$ cat config.mk
export PLATFORM = sky130hd
export DESIGN_NAME = cpd_config_port
export DESIGN_NICKNAME = d
export VERILOG_FILES = /design/src/rtl/cpd_pkg.sv /design/src/rtl/cpd_config_port.sv
export SDC_FILE = /design/constraint.sdc
export NUM_CORES = 1
export LEC_CHECK = 0
export ABC_AREA = 1
export BUFFER_PORTS_ARGS = -buffer_cell sky130_fd_sc_hd__buf_2
export CAP_MARGIN = 20
export CELL_PAD_IN_SITES_DETAIL_PLACEMENT = 0
export CELL_PAD_IN_SITES_GLOBAL_PLACEMENT = 1
export CORE_UTILIZATION = 42
export DETAILED_ROUTE_END_ITERATION = 16
export PLACE_DENSITY_LB_ADDON = 0.1
export SETUP_SLACK_MARGIN = 0.5
export SYNTH_ARGS = -nofsm -noshare
export SYNTH_HDL_FRONTEND = slang
export SYNTH_SLANG_ARGS = --single-unit
$ cat constraint.sdc
create_clock -name clk -period 2.1 [get_ports clk]
set_clock_uncertainty 0.15 [all_clocks]
set_input_delay 0.105 -clock clk [delete_from_list [all_inputs] [get_ports clk]]
set_output_delay 0.105 -clock clk [all_outputs]
set_load 0.05 [all_outputs]
$ cat src/rtl/cpd_pkg.sv
package cpd_pkg;
    // serial slave identity and framing
    localparam logic [6:0] SLAVE_ADDR = 7'h10;
    localparam logic [6:0] GEN_CALL_ADDR = 7'h00;
    localparam int BYTE_BITS = 8;
    localparam int REG_AW = 4;
    localparam int REG_COUNT = 16;
    // system config register index and cell count field
    localparam logic [REG_AW-1:0] SYSTEM_CONFIG_REGISTER_IDX = 4'h0;
    localparam int CELL_LSB = 0;
    localparam int CELL_W = 3;
    localparam logic [7:0] SYSTEM_CONFIG_REGISTER_RST = 8'h04;
    // cells = field + 4, field 0..4 valid
    localparam logic [3:0] CELL_BASE = 4'h4;
    localparam logic [CELL_W-1:0] CELL_MAX_CODE = 3'h4;
    // timing
    localparam int CLK_HZ = 250_000_000;
    localparam int TS_SHORT_S = 8;
    localparam int TS_SHORT_ZD_S = 1;
    localparam longint TS_SHORT_CYC = longint'(TS_SHORT_S) * CLK_HZ;
    localparam longint TS_SHORT_ZD_CYC = longint'(TS_SHORT_ZD_S) * CLK_HZ;
    localparam int TMR_W = 32;
    // grouped byte transfer result
    typedef struct packed {
        logic [REG_AW-1:0] idx;
        logic [7:0] data;
        logic wr;
    } cpd_wr_s;
    typedef enum logic [2:0] {
        ST_IDLE = 3'b000,
        ST_ADDR = 3'b001,
        ST_AACK = 3'b011,
        ST_RXB = 3'b010,
        ST_DACK = 3'b110,
        ST_TXB = 3'b111,
        ST_TACK = 3'b101,
        ST_SKIP = 3'b100
    } cpd_state_e;
endpackage : cpd_pkg

$ cat src/rtl/cpd_config_port.sv
`timescale 1ns/1ps
`default_nettype none
module cpd_config_port import cpd_pkg::*; #(
    parameter longint SHORT_CYC = TS_SHORT_CYC,
    parameter longint SHORT_ZD_CYC = TS_SHORT_ZD_CYC
) (
    input wire logic clk,
    input wire logic resetn,
    input wire logic serial_clk_pin,
    input wire logic serial_data_pin_in,
    output logic serial_data_pin_out,
    output logic serial_data_pin_oe,
    input wire logic delay_zero_strap,
    input wire logic thermistor_short,
    input wire logic charger_present,
    input wire logic [7:0] prog_delay,
    output logic [7:0] detect_delay,
    output logic [3:0] cell_count,
    output logic shutdown,
    output logic regulator_output_en
);
    // refuse shutdown counts the timer cannot hold
    localparam longint TMR_SPAN = longint'(1) << TMR_W;
    if (SHORT_CYC < 1 || SHORT_ZD_CYC < 1 || SHORT_CYC >= TMR_SPAN
        || SHORT_ZD_CYC >= TMR_SPAN) begin : g_bad_counts
        $error("shutdown counts out of range");
    end
    // location byte must index the whole register map
    if (REG_COUNT != (1 << REG_AW)) begin : g_bad_map
        $error("register map size does not match index width");
    end

    // two-flop synchronisers for the bus, strap, sensor and charger pins
    logic [1:0] scl_s_r, sda_s_r, zd_s_r, ts_s_r, chg_s_r;
    logic scl_d_r, sda_d_r;
    always_ff @(posedge clk) begin
        if (!resetn) begin
            scl_s_r <= 2'h3;
            sda_s_r <= 2'h3;
            zd_s_r <= 2'h0;
            ts_s_r <= 2'h0;
            chg_s_r <= 2'h0;
            scl_d_r <= 1'h1;
            sda_d_r <= 1'h1;
        end else begin
            scl_s_r <= {scl_s_r[0], serial_clk_pin};
            sda_s_r <= {sda_s_r[0], serial_data_pin_in};
            zd_s_r <= {zd_s_r[0], delay_zero_strap};
            ts_s_r <= {ts_s_r[0], thermistor_short};
            chg_s_r <= {chg_s_r[0], charger_present};
            scl_d_r <= scl_s_r[1];
            sda_d_r <= sda_s_r[1];
        end
    end

    // synchronised pin levels
    logic scl, sda, zd, ts_low, chg;
    assign scl = scl_s_r[1];
    assign sda = sda_s_r[1];
    assign zd = zd_s_r[1];
    assign ts_low = ts_s_r[1];
    assign chg = chg_s_r[1];

    // bus events; port live only with strap high and awake
    logic port_en, rise, fall, start_ev, stop_ev;
    assign port_en = zd && !shutdown;
    assign rise = scl && !scl_d_r;
    assign fall = !scl && scl_d_r;
    assign start_ev = scl && scl_d_r && sda_d_r && !sda;
    assign stop_ev = scl && scl_d_r && !sda_d_r && sda;

    cpd_state_e state_r;
    logic [2:0] bit_r;
    logic [7:0] shift_r;
    logic rd_r, idx_done_r, byte_full_r;
    logic [REG_AW-1:0] ptr_r;
    logic [7:0] regs_r [REG_COUNT];
    cpd_wr_s wr_req;
    logic dack_fall, byte_end;

    function automatic logic addr_match(input logic [7:0] b);
        // general call never matches
        addr_match = (b[7:1] == SLAVE_ADDR) && (b[7:1] != GEN_CALL_ADDR);
    endfunction : addr_match

    // cell code to series count, clamped at the top code
    function automatic logic [3:0] cells_of(input logic [CELL_W-1:0] c);
        if (c > CELL_MAX_CODE)
            cells_of = CELL_BASE + 4'(CELL_MAX_CODE);
        else
            cells_of = CELL_BASE + 4'(c);
    endfunction : cells_of

    // clock fall that ends the ack of a received byte
    assign dack_fall = port_en && state_r == ST_DACK && fall;
    // clock fall after the eighth bit of a received byte
    assign byte_end = fall && byte_full_r;

    // eighth rise seen; keeps the fall after start from ending a byte
    always_ff @(posedge clk) begin
        if (!resetn || !port_en || start_ev || stop_ev) begin
            byte_full_r <= 1'b0;
        end else if (rise && bit_r == 3'h7
                     && (state_r == ST_ADDR || state_r == ST_RXB)) begin
            byte_full_r <= 1'b1;
        end else if (fall) begin
            byte_full_r <= 1'b0;
        end
    end

    // first data byte of a write is the location, later ones data
    always_ff @(posedge clk) begin
        if (!resetn || !port_en || start_ev) begin
            idx_done_r <= 1'b0;
        end else if (dack_fall) begin
            idx_done_r <= 1'b1;
        end
    end

    // byte engine on sampled serial clock
    always_ff @(posedge clk) begin
        if (!resetn || !port_en) begin
            state_r <= ST_IDLE;
            bit_r <= 3'h0;
            shift_r <= 8'h00;
            rd_r <= 1'b0;
        end else if (start_ev) begin
            state_r <= ST_ADDR;
            bit_r <= 3'h0;
        end else if (stop_ev) begin
            state_r <= ST_IDLE;
        end else begin
            case (state_r)
                ST_ADDR, ST_RXB: begin
                    if (rise) begin
                        shift_r <= {shift_r[6:0], sda};
                        bit_r <= bit_r + 3'h1;
                    end
                    if (byte_end) begin
                        if (state_r == ST_ADDR) begin
                            if (addr_match(shift_r)) begin
                                rd_r <= shift_r[0];
                                state_r <= ST_AACK;
                            end else begin
                                state_r <= ST_SKIP;
                            end
                        end else begin
                            state_r <= ST_DACK;
                        end
                    end
                end
                ST_AACK, ST_DACK: begin
                    if (fall) begin
                        if (rd_r) begin
                            state_r <= ST_TXB;
                            shift_r <= regs_r[ptr_r];
                        end else begin
                            state_r <= ST_RXB;
                        end
                    end
                end
                ST_TXB: begin
                    if (fall) begin
                        shift_r <= {shift_r[6:0], 1'b0};
                        bit_r <= bit_r + 3'h1;
                        if (bit_r == 3'h7)
                            state_r <= ST_TACK;
                    end
                end
                ST_TACK: begin
                    // master ack: same location again, no increment; nack: skip to stop
                    if (rise)
                        state_r <= sda ? ST_SKIP : ST_TACK;
                    if (fall && !sda_d_r) begin
                        state_r <= ST_TXB;
                        shift_r <= regs_r[ptr_r];
                    end
                end
                ST_SKIP: begin
                end
                default: state_r <= ST_IDLE;
            endcase
        end
    end

    // write decode: first data byte sets location, later bytes write it
    always_comb begin
        wr_req = '0;
        wr_req.idx = ptr_r;
        wr_req.data = shift_r;
        wr_req.wr = dack_fall && idx_done_r;
    end

    // location pointer held across transfers, never advanced
    always_ff @(posedge clk) begin
        if (!resetn) begin
            ptr_r <= '0;
        end else if (dack_fall && !idx_done_r) begin
            ptr_r <= shift_r[REG_AW-1:0];
        end
    end

    // register storage; one byte per transfer location
    always_ff @(posedge clk) begin
        if (!resetn) begin
            for (int i = 0; i < REG_COUNT; i++)
                regs_r[i] <= (i == int'(SYSTEM_CONFIG_REGISTER_IDX)) ? SYSTEM_CONFIG_REGISTER_RST : 8'h00;
        end else if (wr_req.wr) begin
            regs_r[wr_req.idx] <= wr_req.data;
        end
    end

    // data pin drive: ack low or transmit bit; clock never driven
    logic drv_nxt;
    always_comb begin
        drv_nxt = 1'b0;
        if (state_r == ST_AACK || (state_r == ST_DACK))
            drv_nxt = 1'b1;
        else if (state_r == ST_TXB && !shift_r[7])
            drv_nxt = 1'b1;
    end
    always_ff @(posedge clk) begin
        if (!resetn) begin
            serial_data_pin_out <= 1'b0;
            serial_data_pin_oe <= 1'b0;
        end else begin
            serial_data_pin_out <= 1'b0;
            serial_data_pin_oe <= port_en && drv_nxt;
        end
    end

    // delay selection and cell count
    logic [CELL_W-1:0] cell_code;
    assign cell_code = regs_r[SYSTEM_CONFIG_REGISTER_IDX][CELL_LSB +: CELL_W];
    always_ff @(posedge clk) begin
        if (!resetn) begin
            detect_delay <= 8'h00;
            cell_count <= CELL_BASE;
        end else begin
            detect_delay <= zd ? 8'h00 : prog_delay;
            cell_count <= cells_of(cell_code);
        end
    end

    // shorted thermistor timer and shutdown latch
    logic [TMR_W-1:0] ts_cnt_r, ts_lim;
    assign ts_lim = zd ? TMR_W'(SHORT_ZD_CYC) : TMR_W'(SHORT_CYC);
    always_ff @(posedge clk) begin
        if (!resetn || !ts_low || shutdown)
            ts_cnt_r <= '0;
        else if (ts_cnt_r != ts_lim)
            ts_cnt_r <= ts_cnt_r + TMR_W'(1);
    end
    // charger wake only clears a latched trip; a trip still latches with the charger present
    logic wake_now, trip_now;
    assign wake_now = shutdown && chg;
    assign trip_now = !shutdown && ts_low && ts_cnt_r == ts_lim;
    always_ff @(posedge clk) begin
        if (!resetn) begin
            shutdown <= 1'b0;
        end else if (wake_now) begin
            shutdown <= 1'b0;
        end else if (trip_now) begin
            shutdown <= 1'b1;
        end
    end

    // regulator output off for as long as the latch holds
    always_ff @(posedge clk) begin
        if (!resetn) begin
            regulator_output_en <= 1'b1;
        end else if (wake_now) begin
            regulator_output_en <= 1'b1;
        end else if (trip_now) begin
            regulator_output_en <= 1'b0;
        end
    end
endmodule : cpd_config_port
`default_nettype wire

== Word level (Yosys, flattened, before mapping) ==
Memories as Yosys holds them, arrays and structs flattened. A register that Yosys moved wholly into a read port is not among the register bits.
Index checks and enable logic that the tools add are counted.
Word-level totals
  register bits after elaboration: 80
  RAM bits: 128
  input port bits: 15
  output and inout bits: 16
  word-level logic and storage cells: 149
  memories kept: 1
Memories
  regs_r: words 16, bits a word 8, rd ports 2, clocked after memory_dff 1, write ports 16, line cpd_config_port.sv:77  | logic [7:0] regs_r [REG_COUNT];
Cells by class
  $add $sub $neg: 3
  order comparisons: 1
  eq/ne operators: 25
  muxes and demuxes: 37
  bitwise gates (word level): 4
  reductions and logical operators: 56
Operator list (count)
  8-bit 2-to-1 mux: 6
  3-bit 2-to-1 mux: 11
  32-bit by 1-bit adder with 32-bit output, second input constant: 1
  32-bit by 31-bit equality test with 1-bit output: 1
  32-bit by 31-bit inequality test with 1-bit output: 1
  8-bit case mux with 4 select lines: 1
  31-bit 2-to-1 mux: 1
  1-bit logical AND: 22
  6-bit AND reduction: 3
  4-bit 2-to-1 mux: 4
  4-bit inequality test, second input constant: 4
  3-bit equality test, second input constant: 5
  3-bit case mux with 5 select lines: 1
  2-bit inequality test, second input constant: 7
  1-bit 2-to-1 mux: 12
  2-bit OR reduction: 6
  1-bit logical NOT: 10
  8-bit AND reduction: 1
  8-bit OR reduction: 1
  7-bit by 5-bit equality test with 1-bit output, second input constant: 1
  1-bit logical OR: 7
  7-bit nonzero test: 1
  3-bit by 2-bit equality test with 1-bit output, second input constant: 2
  3-bit inequality test, second input constant: 2
  other kinds (11): 15

== Longest topological paths before layout ==
Gate-level depths: netlist of the first run.
  depth after elaboration: 10
  mapped depth: 10
  mapped depth without buffers: 10

== Least setup slack after synthesis of the first run ==
No wires, ideal clock.
  path type: register to register
  start point: register shutdown
  end point: memory regs_r[11][0], enable pin
  library setup time: 0.329 ns
  data arrival time: 1.719 ns
  required time: 1.621 ns
  setup slack: -0.098 ns
  stages on the path, launching flop included: 8
  period minus slack after synthesis: 2.198 ns
  cells stage by stage: dfxtp_1 -> inv_1 -> nand2_1 -> nor3_2 -> nand3_2 -> nor3_2 -> nand2_1 -> nand2_1
RTL lines
  start: declaration: line cpd_config_port.sv:19  | output logic shutdown,
  start signal: assignment: line cpd_config_port.sv:260  | shutdown <= 1'b0;
  start signal: assignment: line cpd_config_port.sv:262  | shutdown <= 1'b0;
  start signal: assignment: line cpd_config_port.sv:264  | shutdown <= 1'b1;
  end: declaration: line cpd_config_port.sv:77

==> impl_metrics.yaml, run 1 <==
timing:
  min_period_ns: 2.03
  hold_viol_final: 0
  slew-limit-headroom_pct: 52.6
  setup_viol: 0
  fin_hold_ws_ns: 0.0170
  maxSlewViolCount: 0
  finalSetupTns_ns: 0
  fin_ws_ns: 0.0680
  final.period_utilization_pct: 96.8
  fmax_mhz: 492
  rsz0062_at_grt: "true"
  tightest_slew_ns: 0.707
pwr:
  power.density_mw_per_mm2: 693
  finalPower_mw: 9.14
  ir_drop_v: 0.000668
  leakage_nw: 4.89
logic_synthesis:
  synth_top_area_share_pct: 38.7
  synthFlopType: "edfxtp_1"
  synth-seq-cells: 212
  ys_warn_count: 0
  synth_area_sq_mm: 0.00994
  synth_fp_nets: 1270
  synth-seq-area-share_pct: 55.6
  synth_area_per_cell_sq_um: 7.94
  synth.most_common_cell: "nand2_1"
  ys_types: 30
  synth_top_area_cell: "edfxtp_1"
  synth_edf_count: 128
  synthArstFlopShare_pct: 0
  syn_inst: 1251
  synth_common_cells: "nand2_1 (371), nor2_1 (243), nand3_1 (138)"
  synth_area_leaders: "edfxtp_1 (39%), dfxtp_1 (17%), nand2_1 (14%), nor2_1 (9.2%), nand3_1 (7.0%)"
finish:
  ff_latch_area_sq_mm: 0.00559
  multi_input_area_sq_mm: 0.00486
  final-instance-count-excl-fill: 1691
  nets: 1379
  diodes: 0
  fillers: 2113
  area_growth_pct: 32.7
  layout-drive-gt1-share_pct: 27.8
die:
  core_area_sq_mm: 0.0229
  start_util_pct: 43.4
  dieArea_sq_mm: 0.0243
  dieHeight_um: 156
  io_pins: 31
  fp.dieW_um: 156
  rows: 55
global_route:
  grt_pass1_vias: 8426
  antenna_found_initial: 0
  grt_max_degree: 33
  grt_pass1_wl_um: 44700
  gr-total-overflow: 0
  grtUsageTotal_pct: 23.8
worst_setup_path:
  reg2reg_slack_ns: 0.07
  cp-end-kind: "flip-flop"
  required_ns: 2.18
  crit_arrival_ns: 2.11
  path_max_fanout: 8
  start_kind: "flip-flop"
  r2r-end: "regs_r[11][5]"
  rr_startpoint: "state_r[0]"
  critPathKind: "flip-flop to flip-flop"
  rr_worst_depth: 9
status:
  run_status: "complete, no violations"
detailed_routing:
  viasPerCell: 5.06
  drc: 0
  dr.pass1.iters: 4
  ant_nets: 0
  drt_iter0_markers: 494
  wirelength_um: 28100
  avgRoutedWirePerCell_um: 16.6
  vias: 8552
worst_hold_path:
  min_to: "detect_delay[4]"
  hold_depth: 3
  hp-start: "resetn"
  hp-class: "primary input to flip-flop"
placed_design:
  place_inst: 1603
  routabilityCongestion: 0.867
  portBuffers: 29
  dp_hpwl_um: 18900
  dp_slack_ns: 0.0171
clock_tree:
  cts.sinks: 212
  insertion_delay_ns: 0.52
  clockRootBuffer: "clkbuf_16"
  clkTransAtPathRegs_ns: 0.06
  cts_inserted_buffers: 24
  cts_max_level: 1
  cts_tree: "built"
  cts_max_path_buffers: 3
run:
  cap_viol_max_count: 0
layer usage:
metal	vias up	track usage (%)	part of all wire, %
met5	-	0	0
met4	0	6.72	2.0
met3	39	3.03	4.2
met2	179	39.6	47
met1	4043	32.6	46
li1	4291	-	-
cell usage in the layout (no fill, tap or decap), types with 3 or more instances in the layout:
cell type,n
nand2_2,31
nand2_4,18
clkinv_1,10
a21oi_1,45
edfxtp_1,128
nand3_1,131
nand3_4,5
buf_12,9
inv_4,3
buf_6,15
clkbuf_1,6
clkbuf_16,27
o21ai_1,4
clkbuf_8,5
nor2_1,142
nor3_1,7
buf_4,52
o21ai_2,4
nand2_1,321
dfxtp_4,9
dfxtp_2,21
buf_8,5
inv_1,77
dlygate4sd3_1,18
nand4_1,14
inv_2,11
o21ai_0,17
nand3_2,4
buf_2,29
or2_2,5
nor2_2,37
xnor2_1,7
nor3_4,5
nor2_4,64
nor3_2,6
xor2_1,6
clkinv_2,4
dfxtp_1,54
power by group:
| part | total, mW | switching (mW) | internal (mW) |
|---|---|---|---|
| sequential | 4.58 | 0.0458 | 4.54 |
| clock | 4.19 | 1.69 | 2.50 |
| combinational | 0.368 | 0.243 | 0.125 |
how the worst max path moves through the flow:
| stage | start | end | slack [ns] | cells after the start |
|---|---|---|---|---|
| after detailed placement | shutdown | regs_r[8][1] | 0.02 | 7 |
| after global routing | state_r[0] | regs_r[11][7] | -0.03 | 10 |
| after CTS | state_r[0] | regs_r[11][7] | 0.12 | 8 |
| after global placement | shutdown | regs_r[15][5] | 0.03 | 7 |
| after floorplan | shutdown | regs_r[15][0] | 0.10 | 7 |
| final | state_r[0] | regs_r[11][5] | 0.07 | 9 |
critical path: stages (launching register included):
cell and delay, ns:
dfxtp_2 0.33, inv_2 0.07, nand3_4 0.08, nor3_4 0.26, nand3_4 0.18, nor3_4 0.25
buf_6 0.16, buf_6 0.11, nand2_8 0.06, nand2_8 0.09
metrics by stage:
stage                     area [sq um]  util, %
after floorplan                  10100        -
after global placement           10800     47.3
after detailed placement         10800     47.3
after CTS                        12400     54.1
after global routing             13200     57.5
final                            13200     57.5
what timing repair did:
| item | in CTS | in global routing |
|---|---|---|
| gates resized for setup | 145 | 209 |
| hold buffers | 18 | 0 |
| setup endpoints to repair | 297 | 303 |
| cloned | 1 | 0 |
| buffers inserted | 16 | 9 |
| pin swaps | 27 | 33 |
| hold endpoints to repair | 18 | 0 |
logic make-up (layout without fill, tap and decap cells):
family / after synthesis / count (layout) / share of synthesized area (%)
xor gates and xnor gates: 13 / 13 / 1.15
adders and majority gates: 4 / 4 / 0.504
buffers and inverters: 149 / 275 / 5.72
other: 1 / 1 / 0.0377
DFF: 212 / 212 / 55.6
AOI/OAI and AO/OA: 74 / 74 / 3.78
and+or+nand+nor: 798 / 799 / 33.2
flip-flops by register name, indices dropped and copies added (netlist names), 2 cells and up, named ones only:
register and flops:
regs_r 128, ts_cnt_r 32, detect_delay 8, shift_r 8
cell_count 4, ptr_r 4, bit_r 3, state_r 3
chg_s_r 2, scl_s_r 2, sda_s_r 2, ts_s_r 2
zd_s_r 2
layout make-up:
class,count,area share [%]
inverter,103,3.15
clock buffer,38,5.82
multi-input combinational,891,36.8
tap,313,2.97
timing repair buffer,128,8.64
sequential,212,42.4
clock inverter,6,0.237
Power figures use the tool's default switching activity.
==> inputs of run 2 (changes only) <==
--- a/config.mk
+++ b/config.mk
@@ -5,14 +5,14 @@
 export SDC_FILE = /design/constraint.sdc
 export NUM_CORES = 1
 export LEC_CHECK = 0
-export ABC_AREA = 1
 export BUFFER_PORTS_ARGS = -buffer_cell sky130_fd_sc_hd__buf_2
 export CAP_MARGIN = 20
 export CELL_PAD_IN_SITES_DETAIL_PLACEMENT = 0
 export CELL_PAD_IN_SITES_GLOBAL_PLACEMENT = 1
-export CORE_UTILIZATION = 42
+export CORE_UTILIZATION = 46
 export DETAILED_ROUTE_END_ITERATION = 16
 export PLACE_DENSITY_LB_ADDON = 0.1
+export REMOVE_ABC_BUFFERS = 1
 export SETUP_SLACK_MARGIN = 0.5
 export SYNTH_ARGS = -nofsm -noshare
 export SYNTH_HDL_FRONTEND = slang
==> impl_metrics.yaml, run 2 <==
detailed_routing:
  wirelength_um: 24400
  drt_iter0_markers: 324
  viasPerCell: 5.41
  dr.pass1.iters: 5
  vias: 7048
  drc: 0
  avgRoutedWirePerCell_um: 18.8
  ant_nets: 0
die:
  dieArea_sq_mm: 0.0215
  rows: 52
  fp.dieW_um: 147
  dieHeight_um: 147
  start_util_pct: 47.3
  io_pins: 31
  core_area_sq_mm: 0.0204
clock_tree:
  clkTransAtPathRegs_ns: 0.06
  cts_max_level: 1
  clockRootBuffer: "clkbuf_16"
  cts.sinks: 212
  cts_max_path_buffers: 3
  cts_inserted_buffers: 23
  insertion_delay_ns: 0.51
  cts_tree: "built"
logic_synthesis:
  synth_compound_area_share_pct: 7.98
  synth_top_family_by_area: "simple AND/OR/NAND/NOR gates"
  synth-seq-area-share_pct: 57.4
  synthFlopType: "edfxtp_1"
  ys_warn_count: 0
  synth.most_common_cell: "and2_1"
  ys_types: 63
  synth_top_area_share_pct: 39.9
  synth_area_per_cell_sq_um: 11.4
  synth_common_cells: "and2_1 (147), edfxtp_1 (128), dfxtp_1 (84)"
  synth_area_sq_mm: 0.00963
  synth_edf_count: 128
  synth_fa_ha_area_share_pct: 0.520
  synth.mux.area_fraction_pct: 7.59
  synthXorXnorAreaFrac_pct: 2.64
  synthArstFlopShare_pct: 0
  synth_area_leaders: "edfxtp_1 (40%), dfxtp_1 (17%), and2_1 (9.5%), mux2i_1 (7.6%), nor2_1 (2.7%)"
  syn_inst: 843
  synth-seq-cells: 212
  synth_top_area_cell: "edfxtp_1"
  synth_simple_gate_area_share_pct: 21.5
pwr:
  leakage_nw: 4.61
  ir_drop_v: 0.000551
  p_int_mw: 6.85
  swShare_pct: 21.1
  seqPwrFrac_pct: 52.8
  finalPower_mw: 8.68
  p_sw_mw: 1.83
  power.density_mw_per_mm2: 661
  combPwrFrac_pct: 4.1
  clkPwrFrac_pct: 43.1
global_route:
  grt_max_degree: 20
  grt_pass1_vias: 7221
  grtUsageTotal_pct: 22.9
  grt_pass1_wl_um: 38300
  gr-total-overflow: 0
  antenna_found_initial: 0
worst_hold_path:
  hp-start: "resetn"
  hp-class: "primary input to flip-flop"
finish:
  diodes: 0
  layout-drive-gt1-share_pct: 37.5
  mostFrequentLayoutCell: "edfxtp_1"
  nets: 1035
  largest_reg_flops: 128
  final-instance-count-excl-fill: 1302
  area_growth_pct: 36.4
  final_cell_mix: "edfxtp_1 (128), and2_1 (114), buf_4 (93)"
  top_regs: "regs_r: 128 flops, ts_cnt_r: 32 flops"
  largest_register: "regs_r"
  fin_area_sq_mm: 0.0131
timing:
  final.period_utilization_pct: 96.1
  slew-limit-headroom_pct: 63.2
  fin_ws_ns: 0.0823
  rsz0062_at_grt: "true"
  maxSlewViolCount: 0
  min_period_ns: 2.02
  tightest_slew_ns: 0.551
  hold_viol_final: 0
  setup_viol: 0
  fmax_mhz: 496
worst_setup_path:
  cp_slowest_cell: "dfxtp_2"
  cp-end-kind: "flip-flop"
  cp_cell_sequence: "nand3b_1, nor3_2, buf_4, nand3b_1, buf_4, buf_6, o21ai_2, buf_6"
  rr_startpoint: "state_r[0]"
  start_kind: "flip-flop"
  crit_arrival_ns: 2.08
  critPathMaxStageDelay_ns: 0.31
  critPathKind: "flip-flop to flip-flop"
  reg2reg_slack_ns: 0.08
  cp-startpoint: "state_r[0]"
  path_max_fanout: 8
  required_ns: 2.17
run:
  cap_viol_max_count: 0
placed_design:
  dp_slack_ns: -0.00778
  portBuffers: 29
  dp_hpwl_um: 15600
  routabilityCongestion: 0.833
  place_inst: 1178
  dpl_cell_area_sq_mm: 0.0106
status:
  run_status: "complete, no violations"
run 2: timing repair:
item / 4_1_cts / 5_1_grt
cloned: 4 / 0
endpoints found under the hold margin: 31 / 0
endpoints found under the setup margin: 306 / 310
resized for setup: 206 / 100
hold buffers: 19 / 0
pin swaps: 62 / 42
buffers inserted: 40 / 20
run 2: layout make-up:
cell class / instances / area, sq um
Clock buffer: 31 / 656
Clock inverter: 10 / 43.8
Multi-Input combinational cell: 575 / 4720
Inverter: 10 / 37.5
Fill cell: 1534 / 7230
Tap cell: 270 / 338
Timing Repair Buffer: 194 / 1740
Sequential cell: 212 / 5590
run 2: kinds of logic (layout without fill, tap and decap cells):
group,Yosys count,after routing
XOR/XNOR,29,29
AND/OR/NAND/NOR,360,360
buffers and inverters,56,245
multiplexers,73,73
flip-flops,212,212
AO/OA/AOI/OAI,108,108
adder cells (fa/ha/maj),4,4
other,1,1
run 2: final timing paths:
| path | depth (start not counted) | end |
|---|---|---|
| min reg2reg | 1 | scl_s_r[1] |
| max reg2reg | 8 | regs_r[10][1] |
| max | 8 | regs_r[10][1] |
| min | 4 | sda_d_r |
run 2: power groups by stage:
stage                     combinational [mW]  clock [mW]  sequential, mW
after floorplan                        0.125           0            4.71
after global placement                 0.291           0            4.68
after detailed placement               0.298           0            4.68
after CTS                              0.355        3.80            4.59
after global routing                   0.384        4.01            4.59
final                                  0.358        3.74            4.58
run 2: stage by stage:
stage	TNS, ns	utilization, %	hold slack (ns)
floorplan	-60.82	-	0.0246
CTS	0	61.9	0.179
global route	-0.0784	64.5	0.190
global placement	0	52.0	0.148
finish	0	64.5	0.181
detailed placement	-0.0600	52.0	0.144
run 2: critical path: cells and delay by family (launching register included):
kind | cells | cell delay, ns
compound gates | 1 | 0.13
simple gates | 3 | 0.49
flops | 1 | 0.31
buf+inv | 4 | 0.64
run 2: metal layers:
layer | vias to the layer above | global-route usage (%) | part of all wire [%]
met5 | - | 0 | 0
met1 | 3469 | 27.8 | 41
met3 | 45 | 3.17 | 4.3
met2 | 147 | 41.5 | 52
met4 | 0 | 7.92 | 2.9
li1 | 3387 | - | -
